--- src/idle_air_pkg.sv ---
package idle_air_pkg;

    // ****************************************************************
    // Widths and encodings
    // ****************************************************************
    localparam int  RPM_W       = 16;
    localparam int  PCT_W       = 8;
    localparam int  TEMP_W      = 8;
    localparam int  SPD_W       = 8;
    localparam int  TBL_AW      = 4;
    localparam int  OUT_N       = 4;

    localparam logic [7:0] PCT_MAX  = 8'h64;
    localparam int  DUTY_W      = 7;
    localparam logic [6:0] DUTY_FULL = 7'h64;

    // ****************************************************************
    // Timing
    // ****************************************************************
    localparam int  CLK_HZ      = 40000000;
    localparam int  US_CYCLES   = CLK_HZ / 1000000;
    localparam int  MS_US       = 1000;
    localparam int  S_MS        = 1000;
    localparam int  PERIOD_US_DEF = 10000;

    // ****************************************************************
    // Register map (byte addresses)
    // ****************************************************************
    localparam logic [11:0] A_CTRL      = 12'h000;
    localparam logic [11:0] A_LOOP_SPD  = 12'h004;
    localparam logic [11:0] A_THR_LVL   = 12'h008;
    localparam logic [11:0] A_CORR_LIM  = 12'h00c;
    localparam logic [11:0] A_DEADZONE  = 12'h010;
    localparam logic [11:0] A_TIMES     = 12'h014;
    localparam logic [11:0] A_RAISED    = 12'h018;
    localparam logic [11:0] A_COMP      = 12'h01c;
    localparam logic [11:0] A_STATUS    = 12'h020;
    localparam logic [11:0] A_TARGET    = 12'h024;
    localparam logic [11:0] A_TBL_WR    = 12'h028;
    localparam logic [11:0] A_PERIOD    = 12'h02c;

    localparam logic [1:0] TBL_OPEN     = 2'h0;
    localparam logic [1:0] TBL_BASE     = 2'h1;
    localparam logic [1:0] TBL_FOLLOW   = 2'h2;
    localparam logic [1:0] TBL_SPARK    = 2'h3;

    localparam int  CTRL_EN_BIT = 0;
    localparam int  CTRL_SEL_LO = 1;

    typedef struct packed {
        logic [RPM_W-1:0]  engine_rpm;
        logic [PCT_W-1:0]  throttle;
        logic [TEMP_W-1:0] coolant;
        logic [SPD_W-1:0]  vehicle_speed;
        logic              ac_request;
        logic              engine_started;
    } sensors_t;

    typedef enum logic [2:0] {
        ST_OFF   = 3'b001,
        ST_ENTER = 3'b010,
        ST_LOOP  = 3'b100
    } idle_state_t;

endpackage : idle_air_pkg

--- src/idle_air_pwm_control.sv ---
// Design decisions made here: the address map and register access over APB.
`timescale 1ns/1ps
module idle_air_pwm_control #(
    parameter int MS_CYCLES = 40000,
    parameter int S_TICKS   = 1000
) (
    input  wire logic                               CLK_I,
    input  wire logic                               SYS_RST_I,
    input  wire logic                               PSEL_I,
    input  wire logic                               PENABLE_I,
    input  wire logic                               PWRITE_I,
    input  wire logic [11:0]                        PADDR_I,
    input  wire logic [31:0]                        PWDATA_I,
    output logic      [31:0]                        PRDATA_O,
    output logic                                    PREADY_O,
    output logic                                    PSLVERR_O,
    input  wire logic [idle_air_pkg::RPM_W-1:0]     ENGINE_RPM_I,
    input  wire logic [idle_air_pkg::PCT_W-1:0]     THROTTLE_POSITION_INPUT_I,
    input  wire logic [idle_air_pkg::TEMP_W-1:0]    COOLANT_I,
    input  wire logic [idle_air_pkg::SPD_W-1:0]     VEHICLE_SPEED_I,
    input  wire logic                               AC_REQUEST_I,
    input  wire logic                               ENGINE_STARTED_I,
    output logic [idle_air_pkg::OUT_N-1:0]          BYPASS_AIR_VALVE_O,
    output logic                                    COMPRESSOR_O,
    output logic signed [7:0]                       SPARK_TRIM_O
);
    import idle_air_pkg::*;
    // ****************************************************************
    // Input synchronisers
    // ****************************************************************
    sensors_t sens_meta_reg;
    sensors_t sens_reg;
    always_ff @(posedge CLK_I) begin
        sens_meta_reg <= '{ENGINE_RPM_I, THROTTLE_POSITION_INPUT_I, COOLANT_I,
                           VEHICLE_SPEED_I, AC_REQUEST_I, ENGINE_STARTED_I};
        sens_reg      <= sens_meta_reg;
    end

    // ****************************************************************
    // Register file
    // ****************************************************************
    logic        enable_reg;
    logic [1:0]  valve_output_select_reg;
    logic [15:0] loop_upper_speed_reg, loop_lower_speed_reg;
    logic [7:0]  throttle_enter_level_reg, throttle_exit_level_reg;
    logic signed [7:0] correction_ceiling_reg, correction_floor_reg;
    logic [15:0] lower_deadzone_reg, upper_deadzone_reg;
    logic [15:0] loop_update_interval_reg;
    logic [7:0]  ac_delay_reg, raised_hold_time_reg, flare_time_reg;
    logic [15:0] raised_target_bias_reg, flare_bias_reg;
    logic [7:0]  raised_hold_speed_limit_reg;
    logic signed [7:0] ac_comp_reg;
    logic [15:0] valve_pulse_period_reg;
    logic        acc_ok;
    logic        wr_en;
    logic        tbl_we [4];
    logic [31:0] rdata_next;
    logic [RPM_W-1:0] target_reg;
    logic signed [7:0] learned_reg;
    logic [DUTY_W-1:0] duty_reg;
    idle_state_t state_reg;
    logic        loop_active_reg;

    assign acc_ok = PSEL_I && PENABLE_I;
    assign wr_en  = acc_ok && PWRITE_I;

    always_ff @(posedge CLK_I) begin
        if (SYS_RST_I) begin
            enable_reg <= 1'b0;
            valve_output_select_reg <= 2'h0;
            loop_upper_speed_reg <= 16'h06a4;
            loop_lower_speed_reg <= 16'h0190;
            throttle_enter_level_reg <= 8'h03;
            throttle_exit_level_reg <= 8'h03;
            correction_ceiling_reg <= 8'sh0f;
            correction_floor_reg <= -8'sh05;
            lower_deadzone_reg <= 16'h0019;
            upper_deadzone_reg <= 16'h0032;
            loop_update_interval_reg <= 16'h00c8;
            ac_delay_reg <= 8'h01;
            raised_hold_time_reg <= 8'h02;
            flare_time_reg <= 8'h0a;
            raised_target_bias_reg <= 16'h0000;
            flare_bias_reg <= 16'h0000;
            raised_hold_speed_limit_reg <= 8'hff;
            ac_comp_reg <= 8'sh05;
            valve_pulse_period_reg <= 16'(PERIOD_US_DEF);
        end else if (wr_en) begin
            unique case (PADDR_I)
                A_CTRL: begin
                    enable_reg <= PWDATA_I[CTRL_EN_BIT];
                    valve_output_select_reg <= PWDATA_I[CTRL_SEL_LO+:2];
                end
                A_LOOP_SPD: {loop_upper_speed_reg, loop_lower_speed_reg} <= PWDATA_I;
                A_THR_LVL: {throttle_exit_level_reg, throttle_enter_level_reg} <= PWDATA_I[15:0];
                A_CORR_LIM: {correction_ceiling_reg, correction_floor_reg} <= PWDATA_I[15:0];
                A_DEADZONE: {upper_deadzone_reg, lower_deadzone_reg} <= PWDATA_I;
                A_TIMES: {loop_update_interval_reg, ac_delay_reg, raised_hold_time_reg}
                    <= PWDATA_I;
                A_RAISED: {raised_hold_speed_limit_reg, flare_time_reg, raised_target_bias_reg}
                    <= PWDATA_I;
                A_COMP: {flare_bias_reg, ac_comp_reg} <= PWDATA_I[23:0];
                A_PERIOD: valve_pulse_period_reg <= PWDATA_I[15:0];
                default: ;
            endcase
        end
    end

    for (genvar t = 0; t < 4; t++) begin : g_we
        assign tbl_we[t] = wr_en && (PADDR_I == A_TBL_WR) && (PWDATA_I[13:12] == 2'(t));
    end

    always_comb begin
        rdata_next = 32'h0;
        unique case (PADDR_I)
            A_CTRL:     rdata_next = {29'h0, valve_output_select_reg, enable_reg};
            A_LOOP_SPD: rdata_next = {loop_upper_speed_reg, loop_lower_speed_reg};
            A_THR_LVL:  rdata_next = {16'h0, throttle_exit_level_reg, throttle_enter_level_reg};
            A_CORR_LIM: rdata_next = {16'h0, correction_ceiling_reg, correction_floor_reg};
            A_DEADZONE: rdata_next = {upper_deadzone_reg, lower_deadzone_reg};
            A_TIMES:    rdata_next = {loop_update_interval_reg, ac_delay_reg,
                                      raised_hold_time_reg};
            A_RAISED:   rdata_next = {raised_hold_speed_limit_reg, flare_time_reg,
                                      raised_target_bias_reg};
            A_COMP:     rdata_next = {8'h0, flare_bias_reg, ac_comp_reg};
            A_PERIOD:   rdata_next = {16'h0, valve_pulse_period_reg};
            A_STATUS:   rdata_next = {11'h0, COMPRESSOR_O, loop_active_reg, state_reg,
                                      1'b0, duty_reg, learned_reg};
            A_TARGET:   rdata_next = {16'h0, target_reg};
            default:    rdata_next = 32'h0;
        endcase
    end

    always_ff @(posedge CLK_I) begin
        if (SYS_RST_I) begin
            PRDATA_O  <= 32'h0;
            PREADY_O  <= 1'b0;
            PSLVERR_O <= 1'b0;
        end else begin
            PREADY_O  <= PSEL_I && !PENABLE_I;
            PRDATA_O  <= rdata_next;
            PSLVERR_O <= PSEL_I && !PENABLE_I && (PADDR_I > A_PERIOD);
        end
    end

    // ****************************************************************
    // Time bases
    // ****************************************************************
    logic [15:0] ms_cnt_reg;
    logic [15:0] ms_div_reg;
    logic        ms_tick;
    logic        s_tick;
    logic [9:0]  s_div_reg;
    assign ms_tick = (ms_cnt_reg == 16'(MS_CYCLES - 1));
    assign s_tick  = ms_tick && (s_div_reg == 10'(S_TICKS - 1));
    always_ff @(posedge CLK_I) begin
        if (SYS_RST_I || ms_tick) begin
            ms_cnt_reg <= 16'h0;
        end else begin
            ms_cnt_reg <= ms_cnt_reg + 16'h1;
        end
    end
    always_ff @(posedge CLK_I) begin
        if (SYS_RST_I || s_tick) begin
            s_div_reg <= 10'h0;
        end else if (ms_tick) begin
            s_div_reg <= s_div_reg + 10'h1;
        end
    end

    // ****************************************************************
    // Tables
    // ****************************************************************
    logic [7:0] open_loop_duty_table_q, base_q, throttle_follower_table_q, spark_assist_table_q;
    logic [RPM_W-1:0] err_abs;
    logic              err_below;
    idle_table_mem #(.AW(TBL_AW), .DW(8)) u_open (
        .clk_i(CLK_I), .we_i(tbl_we[0]), .waddr_i(PWDATA_I[11:8]), .wdata_i(PWDATA_I[7:0]),
        .raddr_i(target_reg[11:8]), .rdata_o(open_loop_duty_table_q));
    idle_table_mem #(.AW(TBL_AW), .DW(8)) u_base (
        .clk_i(CLK_I), .we_i(tbl_we[1]), .waddr_i(PWDATA_I[11:8]), .wdata_i(PWDATA_I[7:0]),
        .raddr_i(sens_reg.coolant[7:4]), .rdata_o(base_q));
    idle_table_mem #(.AW(TBL_AW), .DW(8)) u_follow (
        .clk_i(CLK_I), .we_i(tbl_we[2]), .waddr_i(PWDATA_I[11:8]), .wdata_i(PWDATA_I[7:0]),
        .raddr_i(sens_reg.throttle[3:0]), .rdata_o(throttle_follower_table_q));
    idle_table_mem #(.AW(TBL_AW), .DW(8)) u_spark (
        .clk_i(CLK_I), .we_i(tbl_we[3]), .waddr_i(PWDATA_I[11:8]), .wdata_i(PWDATA_I[7:0]),
        .raddr_i(err_abs[7:4]), .rdata_o(spark_assist_table_q));

    // ****************************************************************
    // Target: base + start flare + raised bias
    // ****************************************************************
    logic [15:0] flare_reg;
    logic [15:0] flare_step;
    logic        started_d_reg;
    logic [7:0]  raised_cnt_reg;
    logic        raised_on;
    assign flare_step = flare_bias_reg / 16'({8'h0, flare_time_reg} | 16'h1);
    always_ff @(posedge CLK_I) begin
        started_d_reg <= SYS_RST_I ? 1'b0 : sens_reg.engine_started;
        if (SYS_RST_I) begin
            flare_reg <= 16'h0;
        end else if (sens_reg.engine_started && !started_d_reg) begin
            flare_reg <= flare_bias_reg;
        end else if (s_tick) begin
            flare_reg <= (flare_reg > flare_step) ? flare_reg - flare_step : 16'h0;
        end
    end
    always_ff @(posedge CLK_I) begin
        if (SYS_RST_I || state_reg == ST_OFF) begin
            raised_cnt_reg <= 8'h0;
        end else if (s_tick && raised_cnt_reg != raised_hold_time_reg) begin
            raised_cnt_reg <= raised_cnt_reg + 8'h1;
        end
    end
    assign raised_on = (state_reg != ST_OFF) && ((raised_cnt_reg < raised_hold_time_reg)
        || (sens_reg.vehicle_speed > raised_hold_speed_limit_reg));
    always_ff @(posedge CLK_I) begin
        if (SYS_RST_I) begin
            target_reg <= 16'h0;
        end else begin
            target_reg <= {base_q, 4'h0} + flare_reg
                + (raised_on ? raised_target_bias_reg : 16'h0);
        end
    end
    assign err_below = sens_reg.engine_rpm < target_reg;
    assign err_abs   = err_below ? target_reg - sens_reg.engine_rpm
                                 : sens_reg.engine_rpm - target_reg;

    // ****************************************************************
    // Loop gating and state
    // ****************************************************************
    logic thr_ok_reg;
    logic speed_ok;
    logic [15:0] upd_cnt_reg;
    logic        upd_tick;
    always_ff @(posedge CLK_I) begin
        if (SYS_RST_I) begin
            thr_ok_reg <= 1'b0;
        end else if (sens_reg.throttle < throttle_enter_level_reg) begin
            thr_ok_reg <= 1'b1;
        end else if (sens_reg.throttle > throttle_exit_level_reg) begin
            thr_ok_reg <= 1'b0;
        end
    end
    assign speed_ok = (sens_reg.engine_rpm < loop_upper_speed_reg)
        && (sens_reg.engine_rpm > loop_lower_speed_reg);
    always_ff @(posedge CLK_I) begin
        if (SYS_RST_I || upd_tick) begin
            upd_cnt_reg <= 16'h0;
        end else if (ms_tick) begin
            upd_cnt_reg <= upd_cnt_reg + 16'h1;
        end
    end
    assign upd_tick = ms_tick && (upd_cnt_reg + 16'h1 >= loop_update_interval_reg);
    always_ff @(posedge CLK_I) begin
        if (SYS_RST_I || !enable_reg || !thr_ok_reg) begin
            state_reg <= ST_OFF;
        end else begin
            unique case (state_reg)
                ST_OFF:   state_reg <= ST_ENTER;
                ST_ENTER: state_reg <= ST_LOOP;
                ST_LOOP:  state_reg <= ST_LOOP;
                default:  state_reg <= ST_OFF;
            endcase
        end
    end
    always_ff @(posedge CLK_I) begin
        loop_active_reg <= !SYS_RST_I && (state_reg == ST_LOOP) && speed_ok;
    end

    // ****************************************************************
    // Learned correction
    // ****************************************************************
    logic in_dead;
    assign in_dead = err_below ? (err_abs <= lower_deadzone_reg)
                               : (err_abs <= upper_deadzone_reg);
    always_ff @(posedge CLK_I) begin
        if (SYS_RST_I || state_reg != ST_LOOP) begin
            learned_reg <= 8'sh0;
        end else if (loop_active_reg && upd_tick && !in_dead) begin
            if (err_below) begin
                learned_reg <= (learned_reg >= correction_ceiling_reg) ? correction_ceiling_reg
                             : learned_reg + 8'sh1;
            end else begin
                learned_reg <= (learned_reg <= correction_floor_reg) ? correction_floor_reg
                             : learned_reg - 8'sh1;
            end
        end
    end

    // ****************************************************************
    // Compressor delay and duty sum
    // ****************************************************************
    logic [7:0] ac_cnt_reg;
    logic signed [10:0] duty_sum;
    always_ff @(posedge CLK_I) begin
        if (SYS_RST_I || !sens_reg.ac_request) begin
            ac_cnt_reg   <= 8'h0;
            COMPRESSOR_O <= 1'b0;
        end else begin
            if (s_tick && ac_cnt_reg != ac_delay_reg) begin
                ac_cnt_reg <= ac_cnt_reg + 8'h1;
            end
            COMPRESSOR_O <= (ac_cnt_reg == ac_delay_reg);
        end
    end
    assign duty_sum = $signed({3'h0, open_loop_duty_table_q})
        + $signed({7'h0, throttle_follower_table_q[7:4]})
        + 11'(learned_reg)
        + (COMPRESSOR_O ? 11'(ac_comp_reg) : 11'sh0);
    always_ff @(posedge CLK_I) begin
        if (SYS_RST_I || state_reg == ST_OFF) begin
            duty_reg <= 7'h0;
        end else if (duty_sum < 11'sh0) begin
            duty_reg <= 7'h0;
        end else if (duty_sum > $signed({4'h0, DUTY_FULL})) begin
            duty_reg <= DUTY_FULL;
        end else begin
            duty_reg <= duty_sum[6:0];
        end
    end

    // ****************************************************************
    // PWM and spark trim
    // ****************************************************************
    logic [15:0] us_pos_reg;
    logic [5:0]  us_div_reg;
    logic        pwm_on;
    always_ff @(posedge CLK_I) begin
        if (SYS_RST_I || us_div_reg == 6'(US_CYCLES - 1)) begin
            us_div_reg <= 6'h0;
        end else begin
            us_div_reg <= us_div_reg + 6'h1;
        end
        if (SYS_RST_I) begin
            us_pos_reg <= 16'h0;
        end else if (us_div_reg == 6'(US_CYCLES - 1)) begin
            us_pos_reg <= (us_pos_reg + 16'h1 >= valve_pulse_period_reg) ? 16'h0
                        : us_pos_reg + 16'h1;
        end
    end
    assign pwm_on = 32'(us_pos_reg) * 32'(PCT_MAX) < 32'(valve_pulse_period_reg) * 32'(duty_reg);
    always_ff @(posedge CLK_I) begin
        if (SYS_RST_I) begin
            BYPASS_AIR_VALVE_O <= '0;
            SPARK_TRIM_O       <= 8'sh0;
        end else begin
            BYPASS_AIR_VALVE_O <= 4'(pwm_on) << valve_output_select_reg;
            SPARK_TRIM_O <= !loop_active_reg ? 8'sh0
                : (err_below ? $signed(spark_assist_table_q)
                             : -$signed(spark_assist_table_q));
        end
    end
endmodule : idle_air_pwm_control

--- src/idle_table_mem.sv ---
`timescale 1ns/1ps
module idle_table_mem #(
    parameter int AW = 4,
    parameter int DW = 8
) (
    input  wire logic          clk_i,
    input  wire logic          we_i,
    input  wire logic [AW-1:0] waddr_i,
    input  wire logic [DW-1:0] wdata_i,
    input  wire logic [AW-1:0] raddr_i,
    output logic      [DW-1:0] rdata_o
);
    logic [DW-1:0] mem_reg [2**AW];

    always_ff @(posedge clk_i) begin
        if (we_i) begin
            mem_reg[waddr_i] <= wdata_i;
        end
        rdata_o <= mem_reg[raddr_i];
    end
endmodule : idle_table_mem
--- config.mk ---
export PLATFORM = sky130hd
export DESIGN_NAME = idle_air_pwm_control
export DESIGN_NICKNAME = d
export VERILOG_FILES = /design/src/idle_air_pkg.sv /design/src/idle_air_pwm_control.sv /design/src/idle_table_mem.sv
export SDC_FILE = /design/constraint.sdc
export NUM_CORES = 2
export LEC_CHECK = 0
export BUFFER_PORTS_ARGS = -buffer_cell sky130_fd_sc_hd__buf_4
export CAP_MARGIN = 40
export CORE_UTILIZATION = 64
export CTS_CLUSTER_DIAMETER = 60
export DETAILED_ROUTE_END_ITERATION = 12
export HOLD_SLACK_MARGIN = 0.1
export PLACE_DENSITY = 0.92
export SLEW_MARGIN = 20
export SYNTH_ARGS = -nofsm -noshare
export SYNTH_HDL_FRONTEND = slang
export SYNTH_SLANG_ARGS = --single-unit
--- constraint.sdc ---
create_clock -name CLK_I -period 44.4 [get_ports CLK_I]
set_input_delay 8.88 -clock CLK_I [delete_from_list [all_inputs] [get_ports CLK_I]]
set_output_delay 8.88 -clock CLK_I [all_outputs]
set_load 0.005 [all_outputs]
# Word level (Yosys, flattened, before mapping)
# Memory sizes are Yosys's and may differ from the RTL's. A register that Yosys moved wholly into a read port is not among the register bits.
# Cells that the tools add are included.
[totals]
latchBits = 0
register_bits = 467
inputBits = 91
out_inout_bits = 47
ramBits = 512
word_cells = 202
memories = 4
rom_bits = 0
[mem_list]
columns = ["name", "words", "width", "read_ports", "rd_ports_with_merged_regs", "wr", "line", "text"]
rows = [
  ["u_base.mem_reg", 16, 8, 1, 1, 1, "idle_table_mem.sv:13", "logic [DW-1:0] mem_reg [2**AW];"],
  ["u_follow.mem_reg", 16, 8, 1, 1, 1, "idle_table_mem.sv:13", ""],
  ["u_open.mem_reg", 16, 8, 1, 1, 1, "idle_table_mem.sv:13", ""],
  ["u_spark.mem_reg", 16, 8, 1, 1, 1, "idle_table_mem.sv:13", ""],
]
[classes]
n_bitwise = 1
order_cmp = 18
shifts = 1
n_eq_ne = 25
n_addsub = 18
n_mux = 25
n_reduce_logical = 54
div = 1
n_mul = 2
[ops]
columns = ["cell", "count"]
rows = [
  ["$pmux 32 s11", 1],
  ["$mux 16", 6],
  ["$add 16x1->16 const B", 3],
  ["$eq 12x5->1 const B", 4],
  ["$eq 12x6->1 const B", 4],
  ["$sub 16x16->16", 3],
  ["$ge 16x16->1", 2],
  ["$gt 16x16->1", 2],
  ["$le 16x16->1", 2],
  ["$lt 16x16->1", 2],
  ["$mux 8", 4],
  ["$eq 12x4->1 const B", 2],
  ["$lt 23x23->1", 1],
  ["$mul 16x7->23", 1],
  ["$mul 16x5->21 const B", 1],
  ["$logic_and 1x1->1", 20],
  ["$reduce_and 2->1", 9],
  ["$add 12x16->16", 1],
  ["$add 16x16->16", 1],
  ["$add 8x1->8 const B", 2],
  ["$div 16x8->16", 1],
  ["$eq 16x16->1 const B", 1],
  ["$gt 8x8->1", 2],
  ["$lt 8x8->1", 2],
  ["other kinds (38)", 68],
]

# Logic depth before layout (Yosys ltp)
[depth]
depth_word = 6
mapped_depth = 174
mapped_depth_nobuf = 168

# Modules after synthesis
# A second synthesis with hierarchy kept.
[hier_totals]
cells_unflattened = 5173
area_unflattened_um2 = 55062.8
[by_module_without_submodules]
columns = ["module", "instances", "cells_per_inst", "area_each_um2"]
rows = [
  ["idle_air_pwm_control", 1, 4257, 34473.1],
  ["idle_table_mem", 4, 229, 5147.4],
]

# Worst setup path after synthesis
# Ideal clock, no wire load.
[synth_timing]
kind = "flip-flop to flip-flop"
from = "reg flare_time_reg[7]"
to = "reg flare_reg[4]"
required_ps = 44326
stages_incl_launch_ff = 168
path_slack_ps = 11421
synth_period_minus_slack_ps = 32979
t_arrival_ps = 32904
path_cell_list = "dfxtp_1 buf_2 or4_4 nor3_1 nand3_1 and2_1 ha_1 o2bb2ai_1 o211a_1 nor2_1 ha_1 a21oi_1 a211oi_4 a21oi_1 a21oi_1 ha_1 o21a_1 a21o_1 (+132 left out) ha_1 fa_1 nor2b_1 o21ai_0 a21boi_0 o21ai_0 a21boi_0 o21ai_0 a21boi_0 o21ai_0 nand2b_1 a21o_1 a21o_1 a221oi_1 nor4_1 clkbuf_1 nand3b_1 a31oi_1"
[synth_between]
elab_chain_len = 5
elab_cells_between_ends = 6
cone_classes = "1 x add/sub; 1 x div; 1 x order compare; 3 x mux"
[synth_rtl]
columns = ["element", "line", "text"]
rows = [
  ["start, declared", "idle_air_pwm_control.sv:49", "logic [7:0] ac_delay_reg, raised_hold_time_reg, flare_time_reg;"],
  ["start signal, assigned", "idle_air_pwm_control.sv:82", "flare_time_reg <= 8'h0a;"],
  ["$div 16x8->16 *", "idle_air_pwm_control.sv:198", "assign flare_step = flare_bias_reg / 16'({8'h0, flare_time_reg} | 16'h1);"],
  ["$sub 16x16->16 / $gt 16x16->1 (equally long branches)", "idle_air_pwm_control.sv:206", "flare_reg <= (flare_reg > flare_step) ? flare_reg - flare_step : 16'h0;"],
  ["$mux 16 *", "idle_air_pwm_control.sv:206", ""],
  ["$mux 16 *", "idle_air_pwm_control.sv:205", "end else if (s_tick) begin"],
  ["$mux 16 *", "idle_air_pwm_control.sv:203", "end else if (sens_reg.engine_started && !started_d_reg) begin"],
  ["end signal, assigned", "idle_air_pwm_control.sv:204", "flare_reg <= flare_bias_reg;"],
  ["end signal, assigned", "idle_air_pwm_control.sv:206", ""],
  ["end, declared", "idle_air_pwm_control.sv:193", "logic [15:0] flare_reg;"],
]
# Mark *: on every way between the ends. The rest lies on a longest branch, timed or not. The select of a mux whose other input is x is not followed.
# A chain may end at the register's enable or synchronous reset.

# Worst setup path after layout
[layout_timing]
from = "reg flare_time_reg[7]"
to = "reg flare_reg[3]"
# Same word-level chain as after synthesis.

==> results.cfg <==
[cts]
cts_sinks = 935
cts_setup_buffers = 0
cts_max_level = 3
cts-root-buf = clkbuf_16
cts_resized = 0
cts_buffer_depth = 3
insertion_delay_ns = 0.73
postCtsHoldBufs = 0
cts.clk_slew.worst_paths_ns = 0.06
cts_buffers = 94
cts_tree = built

[yosys]
synth.mux.area_fraction = 0.0697
synth_compound_area_frac = 0.128
synth_edf_count = 448
synth_top_area_cell = edfxtp_1
yosys.area_share.adder = 0.143
ys.flop_type = dfxtp_1
post_synth.cell_area_avg_um2 = 10.3
ys_seq_area_frac = 0.441
synth_fp_nets = 5722
synth_area_leaders = edfxtp_1, dfxtp_1, ha_1
synth-simple-area-share = 0.127
synthArstFlopShare = 0
syn_area_um2 = 52600
synth_top_family_by_area = adder cells
yosysWarnings = 0
ys_ff_latch = 935
yosys.area.top_type_share = 0.256
synth.distinct_cells = 103
syn-instance-count = 5094
synth-xor-area-share = 0.0419

[timing]
setup_violations = 0
grt_setup_unrepaired = false
relSlewSlack = 0.383
fmax_mhz = 25.7
min_period_over_period = 0.877
timing.setup.tns_ns = 0
tightest_slew_ns = 0.926
skew_ns = 0.0884
final_hold_viol_count = 0
min_period_ns = 38.96
slew_violations = 0

[worst_setup_path]
crit_path_start = flare_time_reg[7]
required_ns = 44.96
max_stage_delay_ns = 0.66
slowest_stage = or4_4
startpoint_type = flop
critPathKind = flop to flop
cp.arrival_ns = 39.52
critical_path.max_fanout = 14
end_kind = flop
r2r_start = flare_time_reg[7]

[route]
postRouteAntennaNets = 0
routed_via_density = 6.61
drt_iter0_drc = 5538
drc = 0
num_vias = 41641
wl_per_cell_um = 24.5
finalWirelength_um = 155000
dr.pass1.iters = 8

[floorplanning]
die_h_um = 289
die_x_um = 289
num_rows = 104
initial_core_util = 0.650
core-area_um2 = 80900
top_level_ports = 138
dieArea_um2 = 83400

[power_and_ir_drop]
leakage_nw = 23.0
ir_drop_v = 0.0000786
total_power_w = 0.00248
power.density_nw_per_um2 = 42.8

[global_routing]
grt_max_degree = 86
antenna_found_initial = 2
grt_remaining_overflow = 0
track_usage = 0.367
busiest_layer = met2
grt_use_met2 = 0.598
met3_usage = 0.0950
grt_util_met1 = 0.438
grt_pass1_vias = 41225
grt_first_pass_wirelength_um = 234000

[finish]
seqCellArea_um2 = 23200
area_growth_syn_to_layout_pct = 10.3
fill_cells = 5199
final_core_util = 0.717
drive_above_1_share = 0.111
final_net_count = 5781
multi_input_area_um2 = 26900

[run_status]
status = complete, no violations

[worst_hold_path]
hp-start = sens_meta_reg[14]
min_path_type = flop to flop

[place]
hpwl_um = 105000
gp_congestion = 0.994
port_buffers = 133

[job]
maxCapViolCount = 0
worst max-delay path: cells and delay by family (launching register included):
family                     cells  cell delay [ns]
AOI/OAI and AO/OA             84            18.95
and+or+nand+nor               37             8.26
adders and majority gates     18             5.67
buffers and inverters         11             2.46
xor gates and xnor gates       8             1.74
muxes                          3             1.23
DFF                            1             0.48
placed cells by master, fill, tap and decap left out, types with 21 or more instances in the layout:
master and n:
a211oi_1 23, a21o_1 93, a21oi_1 370, a22oi_1 78
a31oi_1 46, and2_1 63, and3_1 31, buf_4 186
clkbuf_16 94, dfxtp_1 485, edfxtp_1 448, fa_1 105
ha_1 432, inv_1 428, mux2_2 21, mux2i_1 39
mux4_2 132, nand2_1 656, nand2b_1 55, nand3_1 92
nand4_1 57, nor2_1 279, nor2b_1 53, nor3_1 52
o211ai_1 60, o21a_1 26, o21ai_0 163, o21bai_1 34
o31ai_1 22, xnor2_1 164, xor2_1 85
cells in the mapped netlist, types with 55 or more instances:
cell type and n:
and2_1 63, nand2b_1 55, dfxtp_1 487, ha_1 432, o211ai_1 60, nor2_1 285, nand4_1 57, mux4_2 132
fa_1 105, clkbuf_1 200, edfxtp_1 448, inv_1 428, o21ai_0 163, nand2_1 656, nand3_1 92, a22oi_1 78
a21oi_1 371, nor3_1 58, a21o_1 93, xor2_1 86, xnor2_1 166
layout make-up:
| type | instances | area share |
|---|---|---|
| Tap cell | 1060 | 0.0229 |
| Sequential cell | 935 | 0.400 |
| Clock inverter | 51 | 0.0115 |
| Timing Repair Buffer | 197 | 0.0279 |
| Clock buffer | 127 | 0.0448 |
| Inverter | 441 | 0.0286 |
| Antenna cell | 2 | 0.0000863 |
| Multi-Input combinational cell | 3484 | 0.464 |
power breakdown:
part | switching (W) | total [W] | internal (W)
logic | 0.000403 | 0.000713 | 0.000311
registers | 0.0000152 | 0.000928 | 0.000913
clock network | 0.000363 | 0.000839 | 0.000476
total | 0.000780 | 0.00248 | 0.00170
layer usage:
layer,vias up,share of wire
li1,18198,-
met1,19802,0.35
met2,2857,0.46
met3,780,0.12
met4,4,0.071
met5,-,0.00052
per-stage QoR:
stage | setup WS (ns) | instance area, µm² | hold WS, ns | std cells
2_1_floorplan | 11.42 | 52600 | 0.310 | 5094
3_3_place_gp | 7.69 | 54400 | 0.310 | 6090
3_5_place_dp | 6.61 | 54600 | 0.314 | 6102
4_1_cts | 6.13 | 57800 | 0.314 | 6280
5_1_grt | 2.51 | 58000 | 0.331 | 6295
6_report | 5.44 | 58000 | 0.309 | 6297
final timing paths:
kind | end | slack, ns | cells past startpoint
setup reg to reg | flare_reg[3] | 5.44 | 161
setup / recovery | flare_reg[3] | 5.44 | 161
hold reg to reg | sens_reg[14] | 0.31 | 0
hold / removal | sens_reg[14] | 0.31 | 0
kinds of logic after synthesis:
kind of cell,count (synthesis)
compound gates,1048
xor+xnor,252
fa+ha+maj,537
buf+inv,675
flops,935
mux,198
simple gates,1449
(Power assumes the default switching activity.)
